==> config.mk <==
export PLATFORM = sky130hd
export DESIGN_NAME = ethernet_ctrl_interrupt_unit
export DESIGN_NICKNAME = d
export VERILOG_FILES = /design/src/irq_unit_pkg.sv /design/src/ethernet_ctrl_interrupt_unit.sv
export SDC_FILE = /design/constraint.sdc
export NUM_CORES = 1
export LEC_CHECK = 0
export BUFFER_PORTS_ARGS = -buffer_cell sky130_fd_sc_hd__buf_2
export CAP_MARGIN = 25
export CORE_ASPECT_RATIO = 1.2
export CORE_MARGIN = 5
export CORE_UTILIZATION = 46
export DETAILED_ROUTE_END_ITERATION = 10
export PLACE_DENSITY = 0.76
export SYNTH_ARGS = -nofsm -noshare
export SYNTH_HDL_FRONTEND = slang
export SYNTH_SLANG_ARGS = --single-unit
==> constraint.sdc <==
create_clock -name clk -period 1.8 [get_ports clk]
set_input_delay 0.27 -clock clk [delete_from_list [all_inputs] [get_ports clk]]
set_output_delay 0.27 -clock clk [all_outputs]
set_load 0.03 [all_outputs]
==> src/irq_unit_pkg.sv <==
`default_nettype none
package irq_unit_pkg;
  // register indices; byte address is four times the index
  localparam logic [7:0] IDX_STATUS  = 8'h0C;
  localparam logic [7:0] IDX_MASK    = 8'h0D;
  localparam logic [7:0] IDX_CONTROL = 8'h0E;
  localparam logic [7:0] IDX_PHY     = 8'h0F;

  // status and mask bit positions
  localparam int BIT_PHY     = 7;
  localparam int BIT_EARLY   = 6;
  localparam int BIT_EPH     = 5;
  localparam int BIT_ABORT   = 4;
  localparam int BIT_ALLOC   = 3;
  localparam int BIT_DRAINED = 2;
  localparam int BIT_TXC     = 1;
  localparam int BIT_RXP     = 0;

  // control register field positions
  localparam int CTL_THRESH_LSB = 0;
  localparam int CTL_THRESH_MSB = 4;
  localparam int CTL_DISCARD    = 7;
  localparam int CTL_LE         = 8;
  localparam int CTL_CR         = 9;
  localparam int CTL_TE         = 10;
  localparam int CTL_TRANSMIT_ENABLE      = 11;

  // reset values
  localparam logic [7:0] STATUS_RESET = 8'h04;
  localparam logic [7:0] MASK_RESET   = 8'h00;
  localparam logic [4:0] THRESH_RESET = 5'h1F;

  // widths and units
  localparam int PHY_BITS     = 9;
  localparam int BYTE_CNT_W   = 11;
  localparam int THRESH_SHIFT = 6;

  // bus answers
  localparam logic [1:0] RESP_OKAY   = 2'h0;
  localparam logic [1:0] RESP_SLVERR = 2'h2;

  // byte address of a register index
  function automatic logic [7:0] byte_addr(input logic [7:0] idx);
    byte_addr = {idx[5:0], 2'h0};
  endfunction : byte_addr
endpackage : irq_unit_pkg
`default_nettype wire

==> src/ethernet_ctrl_interrupt_unit.sv <==
`timescale 1ns/100ps
`default_nettype none
module ethernet_ctrl_interrupt_unit (
  input  wire logic                                    clk,
  input  wire logic                                    rst,
  input  wire logic [7:0]                              s_axi_awaddr,
  input  wire logic                                    s_axi_awvalid,
  output logic                                         s_axi_awready,
  input  wire logic [31:0]                             s_axi_wdata,
  input  wire logic [3:0]                              s_axi_wstrb,
  input  wire logic                                    s_axi_wvalid,
  output logic                                         s_axi_wready,
  output logic [1:0]                                   s_axi_bresp,
  output logic                                         s_axi_bvalid,
  input  wire logic                                    s_axi_bready,
  input  wire logic [7:0]                              s_axi_araddr,
  input  wire logic                                    s_axi_arvalid,
  output logic                                         s_axi_arready,
  output logic [31:0]                                  s_axi_rdata,
  output logic [1:0]                                   s_axi_rresp,
  output logic                                         s_axi_rvalid,
  input  wire logic                                    s_axi_rready,
  input  wire logic [irq_unit_pkg::PHY_BITS-1:0]       phy_status_bits,
  input  wire logic                                    receiving,
  input  wire logic [irq_unit_pkg::BYTE_CNT_W-1:0]     rx_byte_count,
  input  wire logic                                    rx_alloc_overrun,
  input  wire logic                                    rx_too_long,
  input  wire logic                                    link_event,
  input  wire logic                                    counter_rollover,
  input  wire logic                                    counter_read,
  input  wire logic                                    transmit_underrun,
  input  wire logic                                    sqe_error,
  input  wire logic                                    carrier_lost,
  input  wire logic                                    late_collision,
  input  wire logic                                    sixteen_collisions,
  input  wire logic                                    frame_sent,
  input  wire logic                                    alloc_request,
  input  wire logic                                    alloc_failed,
  input  wire logic                                    tx_queue_empty,
  input  wire logic                                    completion_queue_empty,
  input  wire logic                                    receive_queue_empty,
  output logic                                         completion_pop,
  output logic                                         receive_discard,
  output logic                                         transmit_enable,
  output logic                                         transmit_success,
  output logic                                         irq
);
  import irq_unit_pkg::*;

  typedef struct packed {
    logic [7:0]          status;
    logic [7:0]          mask;
    logic [4:0]          thresh;
    logic                discard;
    logic                le_en;
    logic                cr_en;
    logic                te_en;
    logic                tx_en;
    logic                tx_success;
    logic                link_pend;
    logic                roll_pend;
    logic                err_pend;
    logic [PHY_BITS-1:0] phy_sync1;
    logic [PHY_BITS-1:0] phy_sync2;
    logic [PHY_BITS-1:0] phy_shown;
    logic                phy_held;
    logic                empty_prev;
    logic                pop;
    logic                aw_full;
    logic                w_full;
    logic [7:0]          awaddr;
    logic [31:0]         wdata;
    logic [3:0]          wstrb;
    logic                bvalid;
    logic [1:0]          bresp;
    logic                rvalid;
    logic [31:0]         rdata;
    logic [1:0]          rresp;
  } state_s;

  state_s s;
  state_s next_s;

  // decode helpers shared with the checks
  logic                  ack_fire;
  logic [7:0]            ack_val;
  logic                  mask_we;
  logic [7:0]            mask_val;
  logic                  phy_read;
  logic                  fatal;

  // threshold expressed in bytes
  function automatic logic [BYTE_CNT_W-1:0] thresh_bytes(input logic [4:0] t);
    thresh_bytes = {t, {THRESH_SHIFT{1'b0}}};
  endfunction : thresh_bytes

  // sticky flag update where a set beats a clear in the same cycle
  function automatic logic sticky(input logic cur, input logic set, input logic clr);
    sticky = set | (cur & ~clr);
  endfunction : sticky

  // handshake outputs from state
  assign s_axi_awready = ~s.aw_full & ~s.bvalid;
  assign s_axi_wready  = ~s.w_full & ~s.bvalid;
  assign s_axi_arready = ~s.rvalid;
  assign s_axi_bvalid  = s.bvalid;
  assign s_axi_bresp   = s.bresp;
  assign s_axi_rvalid  = s.rvalid;
  assign s_axi_rdata   = s.rdata;
  assign s_axi_rresp   = s.rresp;
  assign completion_pop   = s.pop;
  assign receive_discard  = s.discard;
  assign transmit_enable  = s.tx_en;
  assign transmit_success = s.tx_success;
  // level interrupt from registered status and mask
  assign irq = |(s.status & s.mask);

  // next state of the whole block
  always_comb begin
    logic       do_write;
    logic       transmit_enable_one;
    logic       phy_set;
    logic       early_set;
    logic       abort_set;
    logic       drained_set;
    logic [7:0] widx;
    logic [7:0] ridx;
    do_write    = 1'b0;
    transmit_enable_one   = 1'b0;
    phy_set     = 1'b0;
    early_set   = 1'b0;
    abort_set   = 1'b0;
    drained_set = 1'b0;
    widx        = {2'h0, s.awaddr[7:2]};
    ridx        = {2'h0, s_axi_araddr[7:2]};
    next_s      = s;
    ack_fire    = 1'b0;
    ack_val     = 8'h00;
    mask_we     = 1'b0;
    mask_val    = s.mask;
    phy_read    = 1'b0;
    fatal       = transmit_underrun | sqe_error | carrier_lost | late_collision | sixteen_collisions;

    // write channel capture, either order
    if (s_axi_awvalid && s_axi_awready) begin
      next_s.aw_full = 1'b1;
      next_s.awaddr  = s_axi_awaddr;
    end
    if (s_axi_wvalid && s_axi_wready) begin
      next_s.w_full = 1'b1;
      next_s.wdata  = s_axi_wdata;
      next_s.wstrb  = s_axi_wstrb;
    end
    if (s.bvalid && s_axi_bready) begin
      next_s.bvalid = 1'b0;
    end

    // execute a write once address and data are both held
    if (s.aw_full && s.w_full && !s.bvalid) begin
      do_write       = 1'b1;
      next_s.aw_full = 1'b0;
      next_s.w_full  = 1'b0;
      next_s.bvalid  = 1'b1;
      next_s.bresp   = RESP_OKAY;
    end
    if (do_write) begin
      case (widx)
        IDX_STATUS: begin
          ack_fire = s.wstrb[0];
          ack_val  = s.wstrb[0] ? s.wdata[7:0] : 8'h00;
          if (s.wstrb[1]) begin
            mask_we  = 1'b1;
            mask_val = s.wdata[15:8];
          end
        end
        IDX_MASK: begin
          if (s.wstrb[0]) begin
            mask_we  = 1'b1;
            mask_val = s.wdata[7:0];
          end
        end
        IDX_CONTROL: begin
          if (s.wstrb[0]) begin
            next_s.thresh  = s.wdata[CTL_THRESH_MSB:CTL_THRESH_LSB];
            next_s.discard = s.wdata[CTL_DISCARD];
          end
          if (s.wstrb[1]) begin
            next_s.le_en = s.wdata[CTL_LE];
            next_s.cr_en = s.wdata[CTL_CR];
            next_s.te_en = s.wdata[CTL_TE];
            next_s.tx_en = s.wdata[CTL_TRANSMIT_ENABLE];
            transmit_enable_one    = s.wdata[CTL_TRANSMIT_ENABLE];
          end
        end
        IDX_PHY: begin
          next_s.bresp = RESP_OKAY;
        end
        default: begin
          next_s.bresp = RESP_SLVERR;
        end
      endcase
    end
    if (mask_we) begin
      next_s.mask = mask_val;
    end

    // read channel
    if (s.rvalid && s_axi_rready) begin
      next_s.rvalid = 1'b0;
    end
    if (s_axi_arvalid && s_axi_arready) begin
      next_s.rvalid = 1'b1;
      next_s.rresp  = RESP_OKAY;
      case (ridx)
        IDX_STATUS:  next_s.rdata = {16'h0000, s.mask, s.status};
        IDX_MASK:    next_s.rdata = {24'h000000, s.mask};
        IDX_CONTROL: next_s.rdata = {20'h00000, s.tx_en, s.te_en, s.cr_en, s.le_en,
                                     s.discard, 2'h0, s.thresh};
        IDX_PHY: begin
          next_s.rdata = {22'h000000, s.phy_held, s.phy_shown};
          phy_read     = 1'b1;
        end
        default: begin
          next_s.rdata = 32'h00000000;
          next_s.rresp = RESP_SLVERR;
        end
      endcase
    end

    // phy bits: two-flop sync, then latch on change until read
    next_s.phy_sync1 = phy_status_bits;
    next_s.phy_sync2 = s.phy_sync1;
    if (phy_read) begin
      next_s.phy_shown = s.phy_sync2;
      next_s.phy_held  = 1'b0;
    end else if (!s.phy_held && (s.phy_sync2 != s.phy_shown)) begin
      next_s.phy_shown = s.phy_sync2;
      next_s.phy_held  = 1'b1;
      phy_set          = 1'b1;
    end

    // fatal error stops the transmitter
    if (frame_sent) begin
      next_s.tx_success = 1'b1;
    end
    if (fatal) begin
      next_s.tx_en      = 1'b0;
      next_s.tx_success = 1'b0;
    end

    // handler sub-sources, each cleared at its own source
    next_s.link_pend = sticky(s.link_pend, link_event & s.le_en, ~next_s.le_en);
    next_s.roll_pend = sticky(s.roll_pend, counter_rollover & s.cr_en, counter_read);
    next_s.err_pend  = sticky(s.err_pend, fatal & s.te_en, transmit_enable_one);

    // early receive compare in 64 byte units
    early_set = receiving && (rx_byte_count > thresh_bytes(s.thresh));

    // receive abort causes; discard self-clears after one cycle
    abort_set      = rx_alloc_overrun | rx_too_long | (s.discard & receiving);
    next_s.discard = do_write && (widx == IDX_CONTROL) && s.wstrb[0] ? s.wdata[CTL_DISCARD] : 1'b0;

    // drained flag latches on the queue becoming empty
    drained_set       = tx_queue_empty & ~s.empty_prev;
    next_s.empty_prev = tx_queue_empty;

    // status bits, acknowledge clears only where a path exists
    next_s.status[BIT_PHY]     = sticky(s.status[BIT_PHY], phy_set, ack_val[BIT_PHY]);
    next_s.status[BIT_EARLY]   = sticky(s.status[BIT_EARLY], early_set, ack_val[BIT_EARLY]);
    next_s.status[BIT_EPH]     = next_s.link_pend | next_s.roll_pend | next_s.err_pend;
    next_s.status[BIT_ABORT]   = sticky(s.status[BIT_ABORT], abort_set, ack_val[BIT_ABORT]);
    next_s.status[BIT_ALLOC]   = alloc_request ? 1'b0 : ~alloc_failed;
    next_s.status[BIT_DRAINED] = sticky(s.status[BIT_DRAINED], drained_set, ack_val[BIT_DRAINED]);
    next_s.status[BIT_TXC]     = ~completion_queue_empty;
    next_s.status[BIT_RXP]     = ~receive_queue_empty;
    next_s.pop                 = ack_val[BIT_TXC];
  end

  // state register with synchronous reset
  always_ff @(posedge clk) begin
    if (rst) begin
      s            <= '0;
      s.status     <= STATUS_RESET;
      s.mask       <= MASK_RESET;
      s.thresh     <= THRESH_RESET;
      s.empty_prev <= 1'b1;
    end else begin
      s <= next_s;
    end
  end
endmodule : ethernet_ctrl_interrupt_unit
`default_nettype wire

# After elaboration in Yosys (flattened, before gate mapping)
# Index checks and enable logic that the tools add are counted.
dict set report classes {
  n_eq_ne 11
  n_reduce_logical 29
  mux 31
  bitwise 48
  n_lt_le_gt_ge 1
}
# cell count
set op_table {}
lappend op_table {{one-hot mux 16 bit (4 select lines)} 1}
lappend op_table {{== test 6 x 4 -> 1 bit, second input constant} 8}
lappend op_table {{two-way mux 8 bit} 5}
lappend op_table {{two-way mux 35 bit} 1}
lappend op_table {{two-way mux 10 bit} 2}
lappend op_table {{inverter 1 bit} 18}
lappend op_table {{one-hot mux 8 bit (2 select lines)} 1}
lappend op_table {{bitwise OR 1 bit} 15}
lappend op_table {{AND 1 bit} 14}
lappend op_table {{two-way mux 1 bit} 13}
lappend op_table {{two-way mux 4 bit} 3}
lappend op_table {{greater-than comparator 11 bit} 1}
lappend op_table {{logical AND 1 bit} 11}
lappend op_table {{OR reduction 2 bit} 5}
lappend op_table {{!= test 9 bit} 1}
lappend op_table {{AND 8 bit} 1}
lappend op_table {{nonzero test 2 bit} 4}
lappend op_table {{OR reduction 4 bit} 2}
lappend op_table {{OR reduction 8 bit} 1}
lappend op_table {{AND reduction 3 bit} 2}
lappend op_table {{AND reduction 5 bit} 1}
lappend op_table {{two-way mux 2 bit} 2}
lappend op_table {{!= test 2 bit, second input constant} 2}
lappend op_table {{one-hot mux 2 bit (2 select lines)} 1}
lappend op_table {{other kinds (4)} 5}
dict set report totals {
  input_bits 96
  regBits 126
  elab_cells 149
  output_inout_bits 46
}

# Depth between registers and ports, before layout
# Gate-level depths: netlist of run 1.
dict set report depth {
  ltp_word 8
  mapped_depth 7
  mapped_depth_nobuf 7
}

# Worst setup path before layout of run 1
# OpenSTA, ideal clock, no wires.
dict set report synth_timing {
  path_kind {register to register}
  startpoint {register s, in the netlist s_axi_bvalid}
  endpoint {register s[44] (netlist name)}
  setup_ps 71
  path_stages_with_launch 7
  period_less_slack_ps 1954
  t_required_ps 1729
  t_arrival_ps 1883
  path_slack_ps -154
  cell_sequence {dfxtp_1 nor2_1 and2_1 clkbuf_1 buf_1 nand2_1 a21oi_1}
}
dict set report synth_via {
  elab_chain_cells 3
}
# element line_no
set synth_rtl {}
lappend synth_rtl {{from (decl)} ethernet_ctrl_interrupt_unit.sv:81} ;# state_s s;
lappend synth_rtl {{from (signal assigned)} ethernet_ctrl_interrupt_unit.sv:288} ;# s <= next_s;
lappend synth_rtl {{inverter 1 bit} ethernet_ctrl_interrupt_unit.sv:104} ;# assign s_axi_wready = ~s.w_full & ~s.bvalid;
lappend synth_rtl {{AND 1 bit} ethernet_ctrl_interrupt_unit.sv:104}
lappend synth_rtl {{named net s_axi_wready} ethernet_ctrl_interrupt_unit.sv:12} ;# output logic s_axi_wready,
lappend synth_rtl {{logical AND 1 bit} ethernet_ctrl_interrupt_unit.sv:149} ;# if (s_axi_wvalid && s_axi_wready) begin
# The timed path passes the listed nets, and every way through them passes these cells.
# A chain may end at the register's enable or synchronous reset.

# Worst setup path after layout of run 1
dict set report layout_timing {
  startpoint {register s[81] (netlist name)}
  endpoint {register s[141] (netlist name)}
}
dict set report layout_via {
  elab_chain_cells 7
}
# element line_no
set layout_rtl {}
lappend layout_rtl {{== test 6 x 4 -> 1 bit (*)} ethernet_ctrl_interrupt_unit.sv:167} ;# case (widx)
lappend layout_rtl {{two-way mux 4 bit or two-way mux 1 bit (tied branches)} ethernet_ctrl_interrupt_unit.sv:167}
lappend layout_rtl {{two-way mux 4 bit or two-way mux 1 bit (tied branches)} ethernet_ctrl_interrupt_unit.sv:166} ;# if (do_write) begin
lappend layout_rtl {{AND 1 bit or inverter 1 bit (tied branches)} ethernet_ctrl_interrupt_unit.sv:99} ;# sticky = set | (cur & ~clr);
lappend layout_rtl {{bitwise OR 1 bit or AND 1 bit (tied branches)} ethernet_ctrl_interrupt_unit.sv:99}
lappend layout_rtl {{bitwise OR 1 bit, on equally long branches} {ethernet_ctrl_interrupt_unit.sv:270, ethernet_ctrl_interrupt_unit.sv:99}}
lappend layout_rtl {{bitwise OR 1 bit (*)} ethernet_ctrl_interrupt_unit.sv:270} ;# next_s.status[BIT_EPH] = next_s.link_pend | next_s.roll_pend | next_s.err_pend;
# Mark *: on every way between the ends. The rest lies on a longest branch, timed or not.

==> impl_metrics.tcl, run 1 <==
set metrics [dict create \
    status "finished clean" \
    worst_pin_slew_ns 0.556 \
    hold_class "primary input to flop" \
    finalSetupTns_ns 0 \
    synth_simple_gate_area_frac 0.197 \
    final_area_sq_um 5370 \
    fp.coreArea_sq_um 9860 \
    utilization 0.545 \
    end_kind "flop" \
    ys.warnings.count 0 \
    critPathRequiredTime_ns 2.03 \
    regMostFlops "s" \
    intPower_mw 3.82 \
    comb_power_share 0.108 \
    gr-total-overflow 0 \
    fmaxAchievable_mhz 603 \
    synth_xor_area_frac 0.0172 \
    synth-adder-area-share 0.0137 \
    placed_cell_area_sq_um 5080 \
    port_buffers 102 \
    root_buffer "clkbuf_16" \
    grt_max_degree 70 \
    synth_cell_types 44 \
    r2r_start "s[81]" \
    swShare 0.241 \
    post-cts-setup-buffers 0 \
    num_io_pins 142 \
    relSlewSlack 0.629 \
    crit_start "s[81]" \
    finalHoldViolCount 0 \
    synthMuxAreaShare 0.115 \
    die_y_microns 119 \
    cts.sinks 107 \
    cp-start-kind "flop" \
    worst_clock_skew_ns 0.00955 \
    power_leakage_nw 2.40 \
    period_minus_slack_ns 1.66 \
    seq_area_frac_synth 0.468 \
    grt_pass1_vias 3547 \
    setup_viol 0 \
    insertion_delay_ns 0.35 \
    drv_cap 0 \
    power_density_nw_per_um2 936 \
    drt_pass1_iterations 4 \
    slew_violations 0 \
    initial_utilization 0.465 \
    syn_area_sq_um 4580 \
    crit_arrival_ns 1.89 \
    clockPowerShare 0.389 \
    ant_nets 0 \
    drive_gt1_frac 0.252 \
    drtIter0Drc 190 \
    die_w_microns 101 \
    p_seq_frac 0.503 \
    drc 0 \
    synth_seq_cells 107 \
    rows 40 \
    avgSynthCellArea_sq_um 9.37 \
    cts_tree "done" \
    synthArstFlopShare 0 \
    place_hpwl_mm 7.77 \
    vias 3530 \
    path_max_fanout 4 \
    fin_nets 672 \
    wirelength_mm 10.2 \
    synth_top_family_by_area "simple AND/OR/NAND/NOR gates" \
    synth-compound-area-share 0.0983 \
    clock_path_buffers 2 \
    grt_first_pass_wirelength_mm 16.8 \
    h-tree-depth 3 \
    rsz0062_at_grt "false" \
    routedWlPerCell_microns 14.5 \
    cts-buffers-inserted 9 \
    synth_edf_count 0 \
    dpl_worst_slack_ns 0.139 \
    p_sw_mw 1.21 \
    ir_drop_v 0.000437 \
    fin_ws_ns 0.141 \
    gr-usage-all-layers 0.174 \
    period_share 0.922 \
    min_from "receive_queue_empty" \
    antenna_found_initial 0 \
    cts.repair.resized 0 \
    die_area_sq_um 12100 \
    syn_to_final_growth_pct 17.3 \
    cts.reportedPaths.clkPinSlew_ns 0.07 \
    avgViaCountPerCell 5.03 \
    synthCells 489 \
    antennaDiodeCount 0 \
    largest_reg_flops 73 \
    gp_congestion 0.799 \
    path_class "flop to flop" \
    synth_ff_type "dfxtp_1" \
    hold_buffers 0 \
]
## cells in the final DEF, fill, tap and decap left out, types with 4 or more instances in the layout
master / Yosys / layout
nor2b_1: 18 / 18
a21oi_1: 30 / 30
mux4_2: 6 / 6
a211oi_1: 10 / 10
mux2i_1: 37 / 37
a22oi_1: 18 / 18
xnor2_1: 9 / 9
dfxtp_1: 107 / 107
inv_1: 11 / 11
nand2b_1: 4 / 4
nand2_1: 75 / 75
buf_4: 36 / 12
ha_1: 5 / 5
and2_1: 4 / 4
nor2_1: 44 / 42
clkbuf_16: 0 / 9
nand4_1: 4 / 4
buf_2: 3 / 102
conb_1: 1 / 17
nand3_1: 5 / 5
nor3_1: 6 / 6
## worst max-delay path, stage by stage, from the launching register on
cell       delay [ns]
dfxtp_1          0.31
nand4bb_4        0.24
nor4_4           0.35
nand3b_1         0.17
a31oi_1          0.10
or3_1            0.38
## cells in the mapped netlist, types with 2 or more instances
| master | number | area share |
|---|---|---|
| ha_1 | 5 | 0.014 |
| a22oi_1 | 18 | 0.029 |
| xnor2_1 | 9 | 0.017 |
| nor2_1 | 44 | 0.036 |
| nand2b_1 | 4 | 0.0055 |
| nor3_1 | 6 | 0.0066 |
| o21ai_0 | 2 | 0.0022 |
| mux2_2 | 2 | 0.0049 |
| buf_2 | 3 | 0.0033 |
| a21oi_1 | 30 | 0.033 |
| buf_1 | 5 | 0.0041 |
| inv_1 | 11 | 0.0090 |
| nand4_1 | 4 | 0.0055 |
| or3_1 | 2 | 0.0027 |
| clkbuf_1 | 17 | 0.014 |
| o21a_1 | 2 | 0.0033 |
| buf_4 | 36 | 0.059 |
| and2_1 | 4 | 0.0055 |
| nor4_4 | 3 | 0.014 |
| mux2i_1 | 37 | 0.081 |
| a211oi_1 | 10 | 0.016 |
| nand3_1 | 5 | 0.0055 |
| mux4_2 | 6 | 0.029 |
| dfxtp_1 | 107 | 0.47 |
| nand2_1 | 75 | 0.061 |
| nor2b_1 | 18 | 0.025 |
| nor4_1 | 2 | 0.0027 |
| nor3b_1 | 3 | 0.0049 |
| a22o_1 | 2 | 0.0038 |
| and3_1 | 3 | 0.0041 |
## kinds of logic after synthesis
| group | Yosys count |
|---|---|
| mux | 45 |
| simple gates | 179 |
| other cells | 1 |
| fa+ha+maj | 5 |
| xor+xnor | 9 |
| flops | 107 |
| buf+inv | 73 |
| compound gates | 70 |
## power groups by stage
| stage | Sequential [mW] | Combinational, mW | Clock [mW] |
|---|---|---|---|
| after floorplan | 2.57 | 0.402 | 0 |
| after global placement | 2.58 | 0.534 | 0 |
| after detailed placement | 2.58 | 0.546 | 0 |
| after CTS | 2.53 | 0.549 | 1.98 |
| after global routing | 2.54 | 0.603 | 2.08 |
| final | 2.53 | 0.545 | 1.95 |
## per-stage QoR
stage / power [mW] / hold slack [ns] / std cells
after CTS: 5.06 / 0.0701 / 702
after floorplan: 2.97 / 0.342 / 505
after detailed placement: 3.13 / 0.430 / 686
after global routing: 5.23 / 0.0848 / 702
after global placement: 3.11 / 0.428 / 686
final: 5.03 / 0.0782 / 702
## final timing paths
path | end | slack (ns) | cells past startpoint
worst max-delay path | s[141] | 0.14 | 5
worst min-delay path | s[136] | 0.08 | 2
worst max register to register | s[141] | 0.14 | 5
worst min register to register | s[99] | 0.44 | 1
## per-layer routing
layer,wire (microns),part of all wire,up-vias,track usage
li1,-,-,1782,-
met1,4270,0.42,1606,0.216
met2,5000,0.49,128,0.289
met3,748,0.073,14,0.0369
met4,190,0.019,0,0.0732
met5,0,0,-,0
## layout make-up
cell class | instances | area [sq um]
clock buffers | 13 | 250
inverters | 12 | 45.0
repair buffers | 116 | 641
well taps | 126 | 158
flip-flops and latches | 107 | 2140
clock inverters | 3 | 46.3
fillers | 865 | 4490
multi-input cells | 325 | 2090
(Power assumes the default switching activity.)
==> run 2, diff against run 1 <==
--- a/config.mk
+++ b/config.mk
@@ -9,9 +9,10 @@
 export CAP_MARGIN = 25
 export CORE_ASPECT_RATIO = 1.2
 export CORE_MARGIN = 5
-export CORE_UTILIZATION = 46
+export CORE_UTILIZATION = 48
+export CTS_BUF_LIST = sky130_fd_sc_hd__clkbuf_4 sky130_fd_sc_hd__clkbuf_8
 export DETAILED_ROUTE_END_ITERATION = 10
-export PLACE_DENSITY = 0.76
+export PLACE_DENSITY = 0.79
 export SYNTH_ARGS = -nofsm -noshare
 export SYNTH_HDL_FRONTEND = slang
 export SYNTH_SLANG_ARGS = --single-unit
==> impl_metrics.tcl, run 2 (synthesized netlist as in run 1, its figures left out) <==
set metrics [dict create \
    status "finished clean" \
    regMostFlops "s" \
    initial_utilization 0.487 \
    power_density_nw_per_um2 884 \
    period_minus_slack_ns 1.67 \
    ir_drop_v 0.000533 \
    antenna_found_initial 0 \
    r2r_slack_ns 0.13 \
    worst_clock_skew_ns 0.0161 \
    drive_gt1_frac 0.257 \
    path_max_fanout 4 \
    port_buffers 102 \
    dp.cells 682 \
    drtIter0Drc 177 \
    wirelength_mm 10.1 \
    grt_max_degree 88 \
    clock_path_buffers 2 \
    die_w_microns 99.2 \
    clockPowerShare 0.344 \
    root_buffer "clkbuf_8" \
    fmaxAchievable_mhz 599 \
    stdcell_count 698 \
    relSlewSlack 0.637 \
    gr-usage-all-layers 0.180 \
    finalSetupTns_ns 0 \
    cts.sinks 107 \
    power_leakage_nw 2.36 \
    cp-start-kind "flop" \
    end_kind "flop" \
    syn_to_final_growth_pct 15.3 \
    finalHoldViolCount 0 \
    period_share 0.928 \
    swShare 0.252 \
    insertion_delay_ns 0.37 \
    final_area_sq_um 5280 \
    cts_tree "done" \
    crit_arrival_ns 1.94 \
    num_io_pins 142 \
    placed_cell_area_sq_um 5050 \
    cts.reportedPaths.clkPinSlew_ns 0.10 \
    hold_buffers 0 \
    h-tree-depth 3 \
    drc 0 \
    slew_violations 0 \
    routedWlPerCell_microns 14.5 \
    setup_viol 0 \
    drt_pass1_iterations 4 \
    grt_first_pass_wirelength_mm 16.6 \
    die_y_microns 117 \
    layout_commonest_cell "dfxtp_1" \
    largest_reg_flops 73 \
    layout_common_cells "107 x dfxtp_1, 102 x buf_2, 74 x nand2_1" \
    path_class "flop to flop" \
    p_sw_mw 1.18 \
    vias 3546 \
    fp.coreArea_sq_um 9420 \
    place_hpwl_mm 7.82 \
    avgViaCountPerCell 5.08 \
    grt_pass1_vias 3537 \
    ant_nets 0 \
    rsz0062_at_grt "false" \
    fin_nets 671 \
    intPower_mw 3.49 \
    worst_pin_slew_ns 0.543 \
    die_area_sq_um 11600 \
    gr-total-overflow 0 \
    drv_cap 0 \
    comb_power_share 0.114 \
    critPathRequiredTime_ns 2.07 \
    gp_congestion 0.847 \
    antennaDiodeCount 0 \
    hold_class "primary input to flop" \
    cts-buffers-inserted 9 \
    rows 39 \
    p_seq_frac 0.542 \
    n_fill_cell 826 \
]
## run 2: changes by cell type in the layout (fill, tap and decap cells not counted)
cell and delta:
buf_12 -1, bufinv_16 +1, clkbuf_1 -3, clkbuf_16 -9, clkbuf_4 +1, clkbuf_8 +8, clkinv_4 +2, clkinvlp_4 -1
inv_6 +1, nand2_1 -1, nand2_2 +1
## run 2: path summary, 6_finish.rpt
| path | depth (start not counted) | start | to |
|---|---|---|---|
| max | 5 | s[81] | s[141] |
| min | 2 | receive_queue_empty | s[136] |
| max reg2reg | 5 | s[81] | s[141] |
| min reg2reg | 1 | next_s[98] | s[98] |
## run 2: routing by layer
| layer | up-vias | wire (microns) | GRT usage |
|---|---|---|---|
| li1 | 1773 | - | - |
| met1 | 1624 | 4290 | 0.211 |
| met2 | 123 | 4800 | 0.308 |
| met3 | 26 | 708 | 0.0516 |
| met4 | 0 | 296 | 0.0783 |
| met5 | - | 0 | 0 |
## run 2: through the flow
| step | total power, mW | hold slack [ns] | utilization | worst slack [ns] |
|---|---|---|---|---|
| 3_5_place_dp | 3.12 | 0.424 | 0.537 | 0.134 |
| 3_3_place_gp | 3.10 | 0.429 | 0.537 | 0.186 |
| 5_1_grt | 4.88 | 0.0211 | 0.561 | 0.0397 |
| 2_1_floorplan | 2.97 | 0.342 | - | 0.00343 |
| 4_1_cts | 4.72 | 0.0275 | 0.561 | 0.109 |
| 6_report | 4.67 | 0.0451 | 0.561 | 0.130 |
## run 2: cell type report
cell class                      instances  area, sq um  share of cell area
Sequential cell                       107         2140               0.405
Multi-Input combinational cell        325         2090               0.396
Timing Repair Buffer                  115          621               0.117
Tap cell                              123          154              0.0291
Clock buffer                           10          131              0.0249
Clock inverter                          6         95.1              0.0180
Inverter                               12         45.0             0.00853
## run 2: worst max-delay path, stage by stage, from the launching register on
cell       delay (ns)
dfxtp_1          0.32
nand4bb_4        0.24
nor4_4           0.36
nand3b_1         0.16
a31oi_1          0.10
or3_1            0.37
## run 2: repair_timing
| action | 4_1_cts | 5_1_grt |
|---|---|---|
| endpoints found under the hold margin | 0 | 0 |
| resized for setup | 0 | 1 |
| setup endpoints to repair | 0 | 2 |
| setup buffers | 0 | 0 |
## run 2: power by group through the flow
| stage | clock, mW | combinational, mW | sequential, mW |
|---|---|---|---|
| 5_1_grt | 1.75 | 0.591 | 2.54 |
| 4_1_cts | 1.65 | 0.537 | 2.53 |
| 2_1_floorplan | 0 | 0.402 | 2.57 |
| 3_5_place_dp | 0 | 0.534 | 2.58 |
| 3_3_place_gp | 0 | 0.518 | 2.58 |
| 6_report | 1.61 | 0.533 | 2.53 |
==> run 3, diff against run 2 <==
--- a/config.mk
+++ b/config.mk
@@ -13,6 +13,7 @@
 export CTS_BUF_LIST = sky130_fd_sc_hd__clkbuf_4 sky130_fd_sc_hd__clkbuf_8
 export DETAILED_ROUTE_END_ITERATION = 10
 export PLACE_DENSITY = 0.79
+export REMOVE_ABC_BUFFERS = 1
 export SYNTH_ARGS = -nofsm -noshare
 export SYNTH_HDL_FRONTEND = slang
 export SYNTH_SLANG_ARGS = --single-unit
==> impl_metrics.tcl, run 3 (synthesized netlist as in run 1, its figures left out) <==
set metrics [dict create \
    initial_utilization 0.487 \
    ir_drop_v 0.000384 \
    period_minus_slack_ns 1.70 \
    die_area_sq_um 11600 \
    ant_nets 0 \
    drt_pass1_iterations 4 \
    dpl_worst_slack_ns 0.104 \
    intPower_mw 3.41 \
    insertion_delay_ns 0.37 \
    hold_class "primary input to flop" \
    relSlewSlack 0.613 \
    regMostFlops "s" \
    drive_gt1_frac 0.255 \
    stdcell_count 700 \
    rsz0062_at_grt "false" \
    crit_arrival_ns 1.96 \
    fmaxAchievable_mhz 590 \
    layout_common_cells "107 x dfxtp_1, 102 x buf_2, 75 x nand2_1" \
    grt_first_pass_wirelength_mm 16.2 \
    cts.reportedPaths.clkPinSlew_ns 0.10 \
    clock_path_buffers 2 \
    gr-total-overflow 0 \
    hold_buffers 0 \
    cts.sinks 107 \
    h-tree-depth 3 \
    routedWlPerCell_microns 14.5 \
    largest_reg_flops 73 \
    slew_violations 0 \
    worst_clock_skew_ns 0.0143 \
    cp_slowest_cell "dfxtp_1" \
    port_buffers 102 \
    status "finished clean" \
    crit_path_max_incr_delay_ns 0.47 \
    hold_ws_ns 0.0474 \
    finalHoldViolCount 0 \
    setup_viol 0 \
    vias 3570 \
    drtIter0Drc 154 \
    fin_ws_ns 0.104 \
    fp.coreArea_sq_um 9420 \
    critPathTopFamily "simple AND/OR/NAND/NOR gates" \
    syn_to_final_growth_pct 14.8 \
    critPathRequiredTime_ns 2.06 \
    root_buffer "clkbuf_8" \
    swShare 0.253 \
    placed_cell_area_sq_um 5050 \
    crit_chain "nand2_1 -> nor4_4 -> nand3b_1 -> a31oi_1 -> or3_1" \
    path_max_fanout 6 \
    p_seq_frac 0.553 \
    antennaDiodeCount 0 \
    clockPowerShare 0.330 \
    worst_pin_slew_ns 0.579 \
    dp.cells 684 \
    place_hpwl_mm 7.79 \
    path_class "flop to flop" \
    cp-start-kind "flop" \
    gp_congestion 0.846 \
    grt_pass1_vias 3418 \
    end_kind "flop" \
    num_io_pins 142 \
    r2r_slack_ns 0.10 \
    drc 0 \
    die_y_microns 117 \
    period_share 0.942 \
    power_density_nw_per_um2 869 \
    wirelength_mm 10.1 \
    rows 39 \
    comb_power_share 0.117 \
    antenna_found_initial 0 \
    worst-path-buf-inv 0 \
    post-cts-setup-buffers 0 \
    die_w_microns 99.2 \
    cts.repair.resized 0 \
    p_sw_mw 1.16 \
    cts_tree "done" \
    drv_cap 0 \
    fin_nets 673 \
    grt_max_degree 41 \
    cts-buffers-inserted 9 \
    final_area_sq_um 5260 \
    layout_commonest_cell "dfxtp_1" \
    utilization 0.558 \
    power_leakage_nw 2.36 \
    gr-usage-all-layers 0.175 \
    avgViaCountPerCell 5.10 \
]
run 3: cell count changes in the layout (fill, tap and decap cells not counted), sizes merged:
| cell | change |
|---|---|
| inv | -2 |
| bufinv | -1 |
| clkbuf | +3 |
| buf | +2 |
run 3: layout make-up:
class,count,area [sq um]
clock buffers,13,160
clock inverters,3,47.5
fillers,856,4160
inverters,12,45.0
multi-input cells,325,2090
flip-flops and latches,107,2140
well taps,123,154
repair buffers,117,623
run 3: power groups by stage:
stage / logic (mW) / registers, mW / clock network [mW]
6_report: 0.535 / 2.53 / 1.51
5_1_grt: 0.589 / 2.54 / 1.65
4_1_cts: 0.539 / 2.53 / 1.53
3_5_place_dp: 0.537 / 2.58 / 0
3_3_place_gp: 0.522 / 2.58 / 0
2_1_floorplan: 0.311 / 2.57 / 0
run 3: per-stage QoR:
step           setup TNS [ns]  power [mW]
2_1_floorplan           -4.41        2.88
3_3_place_gp                0        3.10
3_5_place_dp                0        3.12
4_1_cts                     0        4.60
5_1_grt                     0        4.77
6_report                    0        4.57
run 3: path summary, 6_finish.rpt:
| path | cells after the start | endpoint | start |
|---|---|---|---|
| max | 5 | s[141] | s[77] |
| min | 2 | s[139] | alloc_failed |
| max reg2reg | 5 | s[141] | s[77] |
| min reg2reg | 1 | s[99] | next_s[99] |
run 3: layer usage:
| layer | vias to the layer above | track usage | share of wire |
|---|---|---|---|
| met5 | - | 0 | 0 |
| met4 | 0 | 0.0865 | 0.030 |
| met3 | 26 | 0.0385 | 0.064 |
| met2 | 115 | 0.287 | 0.49 |
| met1 | 1657 | 0.220 | 0.42 |
| li1 | 1772 | - | - |
